===== config.mk =====
export PLATFORM = sky130hd
export DESIGN_NAME = branch_break_call_exec
export DESIGN_NICKNAME = d
export VERILOG_FILES = /design/src/verilog/branch_exec_pkg.sv /design/src/verilog/branch_break_call_exec.sv /design/src/verilog/target_adder.sv
export SDC_FILE = /design/constraint.sdc
export NUM_CORES = 1
export LEC_CHECK = 0
export ABC_AREA = 1
export BUFFER_PORTS_ARGS = -buffer_cell sky130_fd_sc_hd__buf_2
export CAP_MARGIN = 40
export CELL_PAD_IN_SITES_DETAIL_PLACEMENT = 0
export CELL_PAD_IN_SITES_GLOBAL_PLACEMENT = 1
export CORE_ASPECT_RATIO = 1.2
export CORE_UTILIZATION = 42
export CTS_CLUSTER_SIZE = 16
export DETAILED_ROUTE_END_ITERATION = 8
export GPL_TIMING_DRIVEN = 0
export PLACE_DENSITY = 0.91
export RECOVER_POWER = 50
export SETUP_SLACK_MARGIN = 0.4
export SLEW_MARGIN = 30
export SYNTH_ARGS = -nofsm -noshare
export SYNTH_HDL_FRONTEND = slang
export SYNTH_HIERARCHICAL = 1
export SYNTH_SLANG_ARGS = --single-unit

===== constraint.sdc =====
create_clock -name clk_sys -period 6.65 [get_ports clk_sys]
set_clock_uncertainty 0.15 [all_clocks]
set_input_delay 0.3325 -clock clk_sys [delete_from_list [all_inputs] [get_ports clk_sys]]
set_output_delay 0.3325 -clock clk_sys [all_outputs]
set_load 0.02 [all_outputs]

===== src/verilog/branch_exec_pkg.sv =====
package branch_exec_pkg;

   // instruction side carriers
   typedef struct packed {
      logic        valid;
      logic [23:0] word;
      logic [31:0] pc;
      logic [31:0] areg_s;
      logic [31:0] areg_t;
      logic        flag_s;
   } instr_req_t;

   typedef struct packed {
      logic        valid;
      logic        hit;
      logic        taken;
      logic        dbg_exc;
      logic [31:0] next_pc;
      logic        link_we;
      logic [31:0] link_data;
   } exec_rsp_t;

   // apb carriers
   typedef struct packed {
      logic        psel;
      logic        penable;
      logic        pwrite;
      logic [11:0] paddr;
      logic [31:0] pwdata;
   } apb_req_t;

   typedef struct packed {
      logic [31:0] prdata;
      logic        pready;
      logic        pslverr;
   } apb_rsp_t;

   typedef enum {
      OPK_NONE,
      OPK_BNZ_W,
      OPK_BNZ_N,
      OPK_MASK_CLR,
      OPK_BOOL_T,
      OPK_PCALL,
      OPK_BRK_W,
      OPK_BRK_N
   } op_kind_t;

   // register byte offsets
   localparam logic [11:0] OFS_CTRL     = 12'h000;
   localparam logic [11:0] OFS_PSTATE   = 12'h004;
   localparam logic [11:0] OFS_DVEC     = 12'h008;
   localparam logic [11:0] OFS_SAVED_PC = 12'h00c;
   localparam logic [11:0] OFS_SAVED_ST = 12'h010;
   localparam logic [11:0] OFS_DREASON  = 12'h014;
   localparam logic [11:0] OFS_IRQ_ST   = 12'h018;
   localparam logic [11:0] OFS_IRQ_MSK  = 12'h01c;

   // control fields
   localparam int CTRL_DENSITY_BIT = 0;
   localparam int CTRL_DEBUG_BIT   = 1;
   localparam int CTRL_BOOL_BIT    = 2;
   localparam int CTRL_DLVL_LSB    = 4;
   localparam int LVL_W            = 4;

   // processor state fields
   localparam int PSTATE_LVL_LSB   = 0;
   localparam int PSTATE_XMODE_BIT = 4;
   localparam int PSTATE_W         = 5;

   // interrupt status bits
   localparam int IRQ_DBG_BIT   = 0;
   localparam int IRQ_CALL_BIT  = 1;
   localparam int IRQ_UNDEF_BIT = 2;
   localparam int IRQ_W         = 3;

   // reset values
   localparam logic [31:0]         CTRL_RESET     = 32'h0000_0067;
   localparam logic [PSTATE_W-1:0] PSTATE_RESET   = 5'h00;
   localparam logic [31:0]         DVEC_RESET     = 32'h0000_0000;
   localparam logic [IRQ_W-1:0]    MSK_RESET      = 3'h0;
   localparam logic [31:0]         SAVED_PC_RESET = 32'h0000_0000;
   localparam logic [5:0]          REASON_RESET   = 6'h00;

   // debug reason codes
   localparam logic [5:0] REASON_BRK_W = 6'h08;
   localparam logic [5:0] REASON_BRK_N = 6'h10;

   // pc arithmetic
   localparam logic [31:0] BRANCH_BIAS = 32'h0000_0004;
   localparam logic [31:0] LEN_WIDE    = 32'h0000_0003;
   localparam logic [31:0] LEN_NARROW  = 32'h0000_0002;

   // opcode fields
   localparam logic [3:0] OP0_BNZ_W   = 4'h6;
   localparam logic [1:0] N_BNZ_W     = 2'h1;
   localparam logic [1:0] M_BNZ_W     = 2'h1;
   localparam logic [3:0] OP0_BNZ_N   = 4'hc;
   localparam logic [1:0] T_BNZ_N     = 2'h3;
   localparam logic [3:0] OP0_MASK_CLR = 4'h7;
   localparam logic [3:0] R_MASK_CLR   = 4'h0;
   localparam logic [3:0] OP0_BOOL_T   = 4'h6;
   localparam logic [3:0] T_BOOL_T     = 4'h7;
   localparam logic [3:0] R_BOOL_T     = 4'h1;
   localparam logic [5:0] OP_PCALL     = 6'h05;
   localparam logic [3:0] OP0_BRK_W   = 4'h0;
   localparam logic [3:0] R_BRK_W     = 4'h4;
   localparam logic [7:0] OP12_BRK_W  = 8'h00;
   localparam logic [3:0] OP0_BRK_N   = 4'hd;
   localparam logic [3:0] R_BRK_N     = 4'hf;
   localparam logic [3:0] T_BRK_N     = 4'h2;

endpackage : branch_exec_pkg


===== src/verilog/branch_break_call_exec.sv =====
module branch_break_call_exec (
   // system
   input  wire logic                        clk_sys,
   input  wire logic                        srst,
   // instruction request and answer
   input  wire branch_exec_pkg::instr_req_t instr_req,
   output branch_exec_pkg::exec_rsp_t       exec_rsp,
   // register bus
   input  wire branch_exec_pkg::apb_req_t   apb_req,
   output branch_exec_pkg::apb_rsp_t        apb_rsp,
   // interrupt
   output logic                             irq
);
   import branch_exec_pkg::*;

   exec_rsp_t           rsp_reg, rsp_next;
   apb_rsp_t            bus_reg, bus_next;
   logic [31:0]         ctrl_reg, ctrl_next;
   logic [PSTATE_W-1:0] pstate_reg, pstate_next;
   logic [31:0]         dvec_reg, dvec_next;
   logic [31:0]         saved_pc_reg, saved_pc_next;
   logic [PSTATE_W-1:0] saved_st_reg, saved_st_next;
   logic [5:0]          reason_reg, reason_next;
   logic [IRQ_W-1:0]    irq_st_reg, irq_st_next;
   logic [IRQ_W-1:0]    irq_msk_reg, irq_msk_next;
   logic                irq_reg, irq_next;

   op_kind_t         op;
   logic [23:0]      w;
   logic             density_en, debug_en, bool_en;
   logic [LVL_W-1:0] dlvl, cur_lvl;
   logic [31:0]      add_base, add_off, target;
   logic [31:0]      off12, off8, off6, off18;
   logic             brk_go;
   logic             setup, access;

   assign w          = instr_req.word;
   assign density_en = ctrl_reg[CTRL_DENSITY_BIT];
   assign debug_en   = ctrl_reg[CTRL_DEBUG_BIT];
   assign bool_en    = ctrl_reg[CTRL_BOOL_BIT];
   assign dlvl       = ctrl_reg[CTRL_DLVL_LSB +: LVL_W];
   assign cur_lvl    = pstate_reg[PSTATE_LVL_LSB +: LVL_W];
   assign off12      = {{20{w[23]}}, w[23:12]};
   assign off8       = {{24{w[23]}}, w[23:16]};
   assign off6       = {26'h0, w[5:4], w[15:12]};
   assign off18      = {{12{w[23]}}, w[23:6], 2'b00};

   // decode
   always_comb begin
      op = OPK_NONE;
      if (w[3:0] == OP0_BNZ_W && w[5:4] == N_BNZ_W && w[7:6] == M_BNZ_W) begin
         op = OPK_BNZ_W;
      end else if (w[3:0] == OP0_BNZ_N && w[7:6] == T_BNZ_N && density_en) begin
         op = OPK_BNZ_N;
      end else if (w[3:0] == OP0_MASK_CLR && w[15:12] == R_MASK_CLR) begin
         op = OPK_MASK_CLR;
      end else if (w[3:0] == OP0_BOOL_T && w[7:4] == T_BOOL_T && w[15:12] == R_BOOL_T && bool_en) begin
         op = OPK_BOOL_T;
      end else if (w[5:0] == OP_PCALL) begin
         op = OPK_PCALL;
      end else if (w[3:0] == OP0_BRK_W && w[15:12] == R_BRK_W && w[23:16] == OP12_BRK_W && debug_en) begin
         // s and t fields not compared
         op = OPK_BRK_W;
      end else if (w[3:0] == OP0_BRK_N && w[15:12] == R_BRK_N && w[7:4] == T_BRK_N && debug_en && density_en) begin
         op = OPK_BRK_N;
      end
   end

   // target operands, one shared adder
   always_comb begin
      add_base = instr_req.pc;
      add_off  = off8;
      case (op)
         OPK_BNZ_W: begin
            add_off = off12;
         end
         OPK_BNZ_N: begin
            add_off = off6;
         end
         OPK_PCALL: begin
            add_base = {instr_req.pc[31:2], 2'b00};
            add_off  = off18;
         end
         default: begin
            add_off = off8;
         end
      endcase
   end

   target_adder i_target_adder (
      .base   (add_base),
      .offset (add_off),
      .target (target)
   );

   assign brk_go = (op == OPK_BRK_W || op == OPK_BRK_N) && (cur_lvl < dlvl);
   assign setup  = apb_req.psel && !apb_req.penable;
   assign access = apb_req.psel && apb_req.penable && bus_reg.pready;

   // next state
   always_comb begin
      rsp_next         = '0;
      rsp_next.valid   = instr_req.valid;
      rsp_next.next_pc = instr_req.pc + ((w[3] && density_en) ? LEN_NARROW : LEN_WIDE);
      ctrl_next        = ctrl_reg;
      pstate_next      = pstate_reg;
      dvec_next        = dvec_reg;
      saved_pc_next    = saved_pc_reg;
      saved_st_next    = saved_st_reg;
      reason_next      = reason_reg;
      irq_msk_next     = irq_msk_reg;
      irq_st_next      = irq_st_reg;
      bus_next         = '0;

      // bus writes at the access edge, read-clear only of the bits returned
      if (access && apb_req.pwrite) begin
         if (apb_req.paddr == OFS_CTRL) begin
            ctrl_next = apb_req.pwdata;
         end else if (apb_req.paddr == OFS_PSTATE) begin
            pstate_next = apb_req.pwdata[PSTATE_W-1:0];
         end else if (apb_req.paddr == OFS_DVEC) begin
            dvec_next = apb_req.pwdata;
         end else if (apb_req.paddr == OFS_IRQ_MSK) begin
            irq_msk_next = apb_req.pwdata[IRQ_W-1:0];
         end
      end
      if (access && !apb_req.pwrite && apb_req.paddr == OFS_IRQ_ST) begin
         irq_st_next = irq_st_reg & ~bus_reg.prdata[IRQ_W-1:0];
      end

      if (instr_req.valid) begin
         rsp_next.hit = (op != OPK_NONE);
         case (op)
            OPK_BNZ_W, OPK_BNZ_N: begin
               rsp_next.taken = (instr_req.areg_s != 32'h0);
            end
            OPK_MASK_CLR: begin
               rsp_next.taken = ((instr_req.areg_s & instr_req.areg_t) == 32'h0);
            end
            OPK_BOOL_T: begin
               rsp_next.taken = instr_req.flag_s;
            end
            OPK_PCALL: begin
               // return address only, no window change
               rsp_next.taken     = 1'b1;
               rsp_next.link_we   = 1'b1;
               rsp_next.link_data = instr_req.pc + LEN_WIDE;
            end
            default: begin
               rsp_next.taken = 1'b0;
            end
         endcase
         if (rsp_next.taken) begin
            rsp_next.next_pc = target;
         end
         if (brk_go) begin
            saved_pc_next = instr_req.pc;
            saved_st_next = pstate_reg;
            reason_next = (op == OPK_BRK_W) ? REASON_BRK_W : REASON_BRK_N;
            // vector and state update, hardware wins over a bus write
            rsp_next.dbg_exc  = 1'b1;
            rsp_next.next_pc  = dvec_reg;
            pstate_next                          = pstate_reg;
            pstate_next[PSTATE_XMODE_BIT]        = 1'b1;
            pstate_next[PSTATE_LVL_LSB +: LVL_W] = dlvl;
         end
      end

      // set wins over the read-clear
      irq_st_next[IRQ_DBG_BIT]   = irq_st_next[IRQ_DBG_BIT] | rsp_next.dbg_exc;
      irq_st_next[IRQ_CALL_BIT]  = irq_st_next[IRQ_CALL_BIT] | rsp_next.link_we;
      irq_st_next[IRQ_UNDEF_BIT] = irq_st_next[IRQ_UNDEF_BIT] | (instr_req.valid && op == OPK_NONE);
      irq_next = |(irq_st_next & irq_msk_next);

      // read data is caught in setup so pready can stand in the first access cycle
      if (setup) begin
         bus_next.pready = 1'b1;
         if (apb_req.paddr == OFS_CTRL) begin
            bus_next.prdata = ctrl_reg;
         end else if (apb_req.paddr == OFS_PSTATE) begin
            bus_next.prdata = {27'h0, pstate_reg};
         end else if (apb_req.paddr == OFS_DVEC) begin
            bus_next.prdata = dvec_reg;
         end else if (apb_req.paddr == OFS_SAVED_PC) begin
            bus_next.prdata = saved_pc_reg;
         end else if (apb_req.paddr == OFS_SAVED_ST) begin
            bus_next.prdata = {27'h0, saved_st_reg};
         end else if (apb_req.paddr == OFS_DREASON) begin
            bus_next.prdata = {26'h0, reason_reg};
         end else if (apb_req.paddr == OFS_IRQ_ST) begin
            bus_next.prdata = {29'h0, irq_st_reg};
         end else if (apb_req.paddr == OFS_IRQ_MSK) begin
            bus_next.prdata = {29'h0, irq_msk_reg};
         end else begin
            bus_next.pslverr = 1'b1;
         end
      end
   end

   always_ff @(posedge clk_sys) begin
      if (srst) begin
         rsp_reg      <= '0;
         bus_reg      <= '0;
         ctrl_reg     <= CTRL_RESET;
         pstate_reg   <= PSTATE_RESET;
         dvec_reg     <= DVEC_RESET;
         saved_pc_reg <= SAVED_PC_RESET;
         saved_st_reg <= PSTATE_RESET;
         reason_reg   <= REASON_RESET;
         irq_st_reg   <= '0;
         irq_msk_reg  <= MSK_RESET;
         irq_reg      <= 1'b0;
      end else begin
         rsp_reg      <= rsp_next;
         bus_reg      <= bus_next;
         ctrl_reg     <= ctrl_next;
         pstate_reg   <= pstate_next;
         dvec_reg     <= dvec_next;
         saved_pc_reg <= saved_pc_next;
         saved_st_reg <= saved_st_next;
         reason_reg   <= reason_next;
         irq_st_reg   <= irq_st_next;
         irq_msk_reg  <= irq_msk_next;
         irq_reg      <= irq_next;
      end
   end

   assign exec_rsp = rsp_reg;
   assign apb_rsp  = bus_reg;
   assign irq      = irq_reg;
endmodule : branch_break_call_exec


===== src/verilog/target_adder.sv =====
module target_adder (
   // operands
   input  wire logic [31:0] base,
   input  wire logic [31:0] offset,
   // result
   output logic      [31:0] target
);
   import branch_exec_pkg::*;

   // every target in this group is base plus offset plus four
   assign target = base + offset + BRANCH_BIAS;

endmodule : target_adder

==> results of run 1 <==
-- worst max-delay path, stage by stage, from the launching register on --
cell and delay (ns):
sky130_fd_sc_hd__dfxtp_1 0.36, sky130_fd_sc_hd__nand2_1 0.13, sky130_fd_sc_hd__nor2_1 0.07, sky130_fd_sc_hd__nand2_1 0.13, sky130_fd_sc_hd__nand2_2 0.12, sky130_fd_sc_hd__nor2_2 0.25
sky130_fd_sc_hd__inv_1 0.09, sky130_fd_sc_hd__o22ai_1 0.13, sky130_fd_sc_hd__ha_1 0.26, sky130_fd_sc_hd__ha_1 0.25, sky130_fd_sc_hd__fa_1 0.52, sky130_fd_sc_hd__nand3_1 0.13
sky130_fd_sc_hd__nand3_2 0.09, sky130_fd_sc_hd__nand2_1 0.09, sky130_fd_sc_hd__nand2_2 0.09, sky130_fd_sc_hd__nand2_2 0.08, sky130_fd_sc_hd__nand2_2 0.08, sky130_fd_sc_hd__nand2_1 0.13
sky130_fd_sc_hd__nand3_1 0.08, sky130_fd_sc_hd__nand2_1 0.14, sky130_fd_sc_hd__nand2_1 0.09, sky130_fd_sc_hd__nand3_1 0.09, sky130_fd_sc_hd__nand2_1 0.06, sky130_fd_sc_hd__a21oi_1 0.27
-- worst min path at each step --
stage	slack, ns	start	to
3_5_place_dp	0.30	saved_st_reg[2]	saved_st_reg[2]
6_report	0.02	instr_req[85]	exec_rsp[20]
5_1_grt	0.02	instr_req[91]	exec_rsp[26]
4_1_cts	0.004	instr_req[91]	exec_rsp[26]
2_1_floorplan	0.25	instr_req[65]	exec_rsp[0]
3_3_place_gp	0.29	saved_st_reg[2]	saved_st_reg[2]
-- placed cells by master, fill, tap and decap left out, types with 21 or more instances in the layout --
master                          count
sky130_fd_sc_hd__xor2_1            33
sky130_fd_sc_hd__buf_2            184
sky130_fd_sc_hd__clkbuf_1         157
sky130_fd_sc_hd__nand2_1          609
sky130_fd_sc_hd__clkbuf_16         25
sky130_fd_sc_hd__o211ai_1          21
sky130_fd_sc_hd__nand4_1           40
sky130_fd_sc_hd__ha_1              67
sky130_fd_sc_hd__o221ai_1          33
sky130_fd_sc_hd__dlygate4sd3_1     36
sky130_fd_sc_hd__nor2_1           165
sky130_fd_sc_hd__o21ai_0          132
sky130_fd_sc_hd__nand3_1           75
sky130_fd_sc_hd__dfxtp_1          218
sky130_fd_sc_hd__inv_1            355
sky130_fd_sc_hd__a21oi_1          178
sky130_fd_sc_hd__nor3_1            21
sky130_fd_sc_hd__o21ai_1           31
-- area by class of cell --
class	instances	area, um2	area share, %
multi-input combinational	1502	7710	46.0
sequential	218	4360	26.0
timing repair buffer	310	1600	9.54
inverter	376	1410	8.42
clock buffer	30	654	3.91
tap	407	509	3.04
buffer	74	353	2.11
clock inverter	11	145	0.866
antenna	2	5.00	0.0299
-- where the power goes --
group          switching (W)  internal (W)  total (W)
combinational       0.000459      0.000227   0.000686
sequential        0.00000678       0.00132    0.00133
clock               0.000554      0.000814    0.00137
-- cells by family after synthesis --
kind of cell / Yosys count / synth area share (%)
xor+xnor: 48 / 3.03
buf+inv: 450 / 12.8
compound gates: 414 / 16.6
flops: 218 / 31.5
simple gates: 972 / 29.9
fa+ha+maj: 68 / 6.19
-- through the flow --
step / utilization, % / hold slack (ns) / power, W / cells / worst slack (ns)
final: 51.8 / 0.0161 / 0.00338 / 2930 / 2.65
after global routing: 51.8 / 0.0249 / 0.00352 / 2930 / 2.33
after CTS: 52.3 / 0.00375 / 0.00339 / 2928 / 2.71
after detailed placement: 48.7 / 0.299 / 0.00202 / 2851 / 2.43
after global placement: 48.7 / 0.294 / 0.00201 / 2851 / 2.36
after floorplan: - / 0.255 / 0.00176 / 2170 / 3.41
-- metal layers --
metal,vias up,part of all wire [%]
met1,7012,41
met5,-,0
met2,573,49
li1,7595,-
met4,0,4.9
met3,147,5.7
-- cells in the mapped netlist (all sizes together) (3+ instances only) --
library cell | count | share of area (%)
a21oi | 180 | 6.6
a31oi | 3 | 0.14
buf | 30 | 1.4
clkbuf | 44 | 1.2
dfxtp | 218 | 31
ha | 67 | 6.0
inv | 375 | 10
nand2 | 630 | 17
nand3 | 85 | 3.5
nand4 | 41 | 1.9
nor2 | 178 | 5.1
nor3 | 30 | 1.5
o211ai | 21 | 1.1
o21ai | 164 | 6.0
o221ai | 33 | 2.1
o22ai | 5 | 0.23
or2 | 4 | 0.18
xnor2 | 15 | 0.95
xor2 | 33 | 2.1
==> impl_table.tex, run 1 <==
\begin{tabular}{lr}
\hline
Metric & Value \\
\hline
\multicolumn{2}{l}{\textbf{Run status}} \\
Run status & completed \\
\multicolumn{2}{l}{\textbf{GRT}} \\
First-pass GRT wire length & roughly 82 mm \\
Total global routing track utilization & a little under a third \\
Initial antenna violation count & 2 \\
Global-route met3 utilization & between 3 and 4\% \\
Number of global-route vias before repair & $\sim$15000 \\
Global routing usage on met1 & 37.9\% \\
Met2 routing resource usage after global routing & between 50\% and 60\% \\
Largest net degree at the start of global routing & 15 \\
Most crowded layer after global routing & met2 \\
Congestion Overflow GR & 0 \\
\multicolumn{2}{l}{\textbf{Routing}} \\
Via count & 15327 \\
Wire length per cell & 18.4 um \\
Overall routed net length & 54.0 mm \\
Number of antenna-violating nets in the routed design & 0 \\
Avg Vias per Cell & about 5.2 \\
Drt first pass iters & 8 \\
Number of DRC markers after the initial detailed-route iteration & 1263 \\
DRC errors left & 0 \\
\multicolumn{2}{l}{\textbf{Pwr}} \\
Largest voltage drop on the vdd net & 0.146 mV \\
Leakage Power & 8.35 nW \\
Power per cell area & 202 nW/um2 \\
\multicolumn{2}{l}{\textbf{Worst setup path}} \\
Slack of the worst reg-to-reg path & 2.65 ns \\
Startpoint type of the worst setup path & flip-flop \\
Arrival time of the worst setup path & 4.27 ns \\
Critical path capture point & exec\_rsp[62] \\
Destination of the worst register-to-register timing path & exec\_rsp[62] \\
Number of cell instances on the worst register-to-register path & 23 \\
Class of the most critical setup path & reg -> reg \\
Startpoint of the lowest-slack register-to-register path & ctrl\_reg[0] \\
Worst-path fanout max & 7 \\
Data required time at the worst endpoint & 6.91 ns \\
Critical path endpoint category & flip-flop \\
Start point of the critical path & ctrl\_reg[0] \\
\multicolumn{2}{l}{\textbf{Final layout}} \\
Final instance area & 16800 um2 \\
Layout Nets & 2745 \\
\# fillers & $\sim$3500 \\
Share of final-layout standard cells stronger than drive strength 1 & 12.4\% \\
Flip-flop count of the largest register, all copies and words added & 69 \\
Area grow syn2layout & 20.9\% \\
\multicolumn{2}{l}{\textbf{Placement}} \\
Detailed placer's ending HPWL & 44.0 mm \\
GP Congestion & 0.963 \\
Placed standard-cell area & about 16000 um2 \\
Count of buffers inserted at the top-level ports & 274 \\
\multicolumn{2}{l}{\textbf{Floorplan}} \\
Die ar. & 33700 um2 \\
Site row count & 72 \\
Initial core utilization & 42.9\% \\
Number of ports placed on the die boundary & 275 \\
Core region area & approximately 32000 um2 \\
Overall die width & 168 um \\
Height of the die & approximately 200 um \\
\multicolumn{2}{l}{\textbf{STA}} \\
Fin crit period & $\sim$4.0 ns \\
Highest Clock Rate & around 0.25 GHz \\
Actual transition at the worst max-transition pin & 1.25 ns \\
Setup tns final & 0 ns \\
Hold Vio Cnt, Final & 0 \\
Final Slew Violations & 0 \\
Ratio of final minimum period to clock period & 60.2\% \\
Slew HR & around 16\% \\
RSZ-0062 raised after global routing & no \\
Final setup violation count & 0 \\
\multicolumn{2}{l}{\textbf{Hold path}} \\
HP Class & in -> reg \\
Hold Path Depth & 3 \\
\multicolumn{2}{l}{\textbf{Clock tree}} \\
Clock Latency Late Sink & 0.53 ns \\
Number of buffers on the longest clock path & 3 \\
TritonCTS clock tree & done \\
Post-CTS setup buffer count & 0 \\
Clock slew at reported path FFs & 0.06 ns \\
Clock net sink count & between 200 and 250 \\
Number of CTS-inserted buffers & 24 \\
H-tree lvl count & 1 \\
Resize count post-CTS & 0 \\
Root cell of the clock tree & sky130\_fd\_sc\_hd\_\_clkbuf\_16 \\
Hold buffers post-CTS & 36 \\
\multicolumn{2}{l}{\textbf{Synthesis}} \\
Net count of the mapped netlist & 2409 \\
Cell count after synthesis & 2170 \\
Prevailing post-synth register cell & sky130\_fd\_sc\_hd\_\_dfxtp\_1 \\
Netlist cell types & 45 \\
Sequential area share after synthesis & 31.5\% \\
Synthesis Warnings & 6 \\
Avg Cell Area, Syn & $\sim$6.4 um2 \\
EDFF count, synth & 0 \\
Mapped cell area & 13900 um2 \\
Share of async-settable or async-resettable flops after synthesis & 0\% \\
Post-synthesis sequential element count & 218 \\
\multicolumn{2}{l}{\textbf{Flow run}} \\
Max Cap Violations & 0 \\
\hline
\end{tabular}
Note: power is estimated with default switching activity, not from simulation.
==> run 2, diff against run 1 <==
Settings changed: CORE_UTILIZATION 42 to 35, PLACE_DENSITY 0.91 to 0.81.
Clock period 6.65 ns to 3.4 ns, I/O delays scaled along.
==> impl_table.tex, run 2 (synthesized netlist as in run 1, its figures left out) <==
\begin{tabular}{lr}
\hline
Metric & Value \\
\hline
\multicolumn{2}{l}{\textbf{Routing}} \\
Wire length per cell & 18.5 um (+0.34\%) \\
Via count & 15717 (+2.5\%) \\
Number of antenna-violating nets in the routed design & 0 (unchanged) \\
DRC errors left & 0 (unchanged) \\
Drt first pass iters & 6 (-2) \\
Number of DRC markers after the initial detailed-route iteration & 1180 (-6.6\%) \\
Overall routed net length & 57.6 mm (+6.7\%) \\
Avg Vias per Cell & 5.04 (-3.6\%) \\
\multicolumn{2}{l}{\textbf{Worst setup path}} \\
Top delay family on crit path & simple AND/OR/NAND/NOR gates \\
Critical path endpoint category & flip-flop \\
Class of the most critical setup path & reg -> reg \\
Cell with the biggest individual delay on the critical path & sky130\_fd\_sc\_hd\_\_dfxtp\_4 \\
Arrival time of the worst setup path & 3.63 ns (-0.64 ns) \\
Data required time at the worst endpoint & 3.69 ns (-3.22 ns) \\
Count of buffering cells on the critical path with inverters included & 4 (+3) \\
Delay contributed by the slowest stage of the critical path & 0.37 ns (-0.15 ns) \\
Startpoint type of the worst setup path & flip-flop \\
Cell type with the highest occurrence count on the critical path & sky130\_fd\_sc\_hd\_\_nand2\_4 \\
Worst-path fanout max & 8 (+1) \\
\multicolumn{2}{l}{\textbf{Floorplan}} \\
Site row count & 79 (+9.7\%) \\
Core region area & 38900 um2 (+20\%) \\
Initial core utilization & 35.6\% (-7.3 points) \\
Overall die width & 184 um (+9.4\%) \\
Die ar. & 40400 um2 (+20\%) \\
Number of ports placed on the die boundary & 275 (unchanged) \\
Height of the die & 220 um (+9.5\%) \\
\multicolumn{2}{l}{\textbf{Pwr}} \\
Switching power as a share of total power & 30.7\% (+0.58 points) \\
Combinational Power Share & 25.1\% (+4.8 points) \\
Largest voltage drop on the vdd net & 0.301 mV (+110\%) \\
Leakage Power & 8.89 nW (+6.4\%) \\
Power per cell area & 387 nW/um2 (+92\%) \\
Clk pwr share & 39.5\% (-1.0 points) \\
Reported net switching power & 0.00225 W (+120\%) \\
Cell-internal power & 0.00508 W (+120\%) \\
Reg power frac & 35.4\% (-3.9 points) \\
\multicolumn{2}{l}{\textbf{Clock tree}} \\
Number of CTS-inserted buffers & 24 (unchanged) \\
H-tree lvl count & 1 (unchanged) \\
Clock Latency Late Sink & 0.54 ns (about the same) \\
Clock slew at reported path FFs & 0.06 ns (about the same) \\
Clock net sink count & 218 (unchanged) \\
TritonCTS clock tree & done \\
Root cell of the clock tree & sky130\_fd\_sc\_hd\_\_clkbuf\_16 \\
Number of buffers on the longest clock path & 3 (unchanged) \\
\multicolumn{2}{l}{\textbf{STA}} \\
Fin Hold WS & 0.00780 ns (-0.00831 ns) \\
Actual transition at the worst max-transition pin & 0.821 ns (-0.429 ns) \\
Final setup violation count & 0 (unchanged) \\
Setup tns final & 0 ns (unchanged) \\
Slew HR & 45.2\% (+29 points) \\
Highest Clock Rate & 0.299 GHz (+20\%) \\
Ratio of final minimum period to clock period & 98.2\% (+38 points) \\
Fin crit period & 3.34 ns (-0.662 ns) \\
Final Slew Violations & 0 (unchanged) \\
Hold Vio Cnt, Final & 0 (unchanged) \\
RSZ-0062 raised after global routing & yes \\
\multicolumn{2}{l}{\textbf{Final layout}} \\
Layout Nets & 2811 (+2.4\%) \\
Area grow syn2layout & 36.7\% \\
Share of final-layout standard cells stronger than drive strength 1 & 21.6\% (+9.2 points) \\
Flip-flop count of the largest register, all copies and words added & 69 (unchanged) \\
Commonest non-fill, non-tap cells in the layout & sky130\_fd\_sc\_hd\_\_nand2\_1, sky130\_fd\_sc\_hd\_\_inv\_1, sky130\_fd\_sc\_hd\_\_dfxtp\_1 \\
Most common cell after layout, fill and taps aside & sky130\_fd\_sc\_hd\_\_nand2\_1 \\
\multicolumn{2}{l}{\textbf{Placement}} \\
Detailed placer's ending HPWL & 45.9 mm (+4.4\%) \\
GP Congestion & 0.966 (+0.32\%) \\
Count of buffers inserted at the top-level ports & 274 (unchanged) \\
\multicolumn{2}{l}{\textbf{GRT}} \\
First-pass GRT wire length & 86.3 mm (+5.2\%) \\
Largest net degree at the start of global routing & 15 (unchanged) \\
Congestion Overflow GR & 0 (unchanged) \\
Total global routing track utilization & 28.0\% (-3.5 points) \\
Number of global-route vias before repair & 15225 (+2.8\%) \\
Initial antenna violation count & 2 (unchanged) \\
\multicolumn{2}{l}{\textbf{Flow run}} \\
Max Cap Violations & 0 (unchanged) \\
\multicolumn{2}{l}{\textbf{Hold path}} \\
HP Class & in -> reg \\
\multicolumn{2}{l}{\textbf{Run status}} \\
Run status & completed \\
\hline
\end{tabular}
==> run 2: cell count changes in the layout (fill, tap and decap cells not counted), sizes merged <==
cell	delta
dlygate4sd3	+32
clkbuf	-6
bufinv	+2
buf	+40
clkinv	-2
inv	+2
==> run 2: what timing repair did <==
| item | 4_1_cts | 5_1_grt |
|---|---|---|
| hold buffers | 68 | 0 |
| setup endpoints to repair | 28 | 28 |
| endpoints found under the hold margin | 127 | 0 |
| pin swaps | 102 | 53 |
| buffers inserted | 24 | 10 |
| gates resized for setup | 222 | 49 |
==> run 2: final cells by class <==
| type | count | area (um2) |
|---|---|---|
| plain buffers | 74 | 360 |
| fillers | 4093 | 20000 |
| flip-flops and latches | 218 | 4370 |
| clock inverters | 13 | 218 |
| diodes | 2 | 5.00 |
| inverters | 376 | 1420 |
| well taps | 526 | 658 |
| multi-input cells | 1502 | 9030 |
| repair buffers | 376 | 2220 |
| clock buffers | 30 | 664 |
==> run 2: power by group through the flow <==
stage	logic [W]	clock network, W	registers (W)
global route	0.00198	0.00304	0.00260
floorplan	0.000770	0	0.00269
CTS	0.00171	0.00292	0.00259
detailed placement	0.00132	0	0.00265
global placement	0.00132	0	0.00265
finish	0.00184	0.00290	0.00260
==> run 2: routing by layer <==
metal | track usage [%] | vias to the layer above | wire length (um) | share of wire, %
li1 | - | 7731 | - | -
met1 | 33.1 | 7317 | 23200 | 40
met2 | 50.7 | 523 | 29000 | 50
met3 | 2.55 | 146 | 2680 | 4.6
met4 | 13.5 | 0 | 2750 | 4.8
met5 | 0 | - | 0 | 0
==> run 2: path summary, 6_finish.rpt <==
kind / end / depth (start not counted) / slack, ns / from
setup / recovery: exec_rsp[56] / 26 / 0.06 / ctrl_reg[0]
hold / removal: apb_rsp[5] / 4 / 0.008 / apb_req[45]
setup reg to reg: exec_rsp[56] / 26 / 0.06 / ctrl_reg[0]
hold reg to reg: saved_st_reg[0] / 2 / 0.30 / saved_st_reg[0]
==> run 2: metrics by stage <==
step                utilization (%)  instance area, um2  worst slack, ns  std cells  total power (W)
finish                         48.6               18900           0.0596       3117          0.00733
global route                   48.6               18900          -0.0781       3117          0.00761
CTS                            48.2               18800            0.139       3105          0.00722
detailed placement             40.9               15900           -0.539       2970          0.00397
global placement               40.9               15900           -0.528       2970          0.00397
floorplan                         -               13900            0.391       2170          0.00346
==> run 2: worst min-delay path, delay by kind of cell <==
family / cells / cell delay, ns
compound gates: 2 / 0.20
buf+inv: 1 / 0.10
simple gates: 1 / 0.18
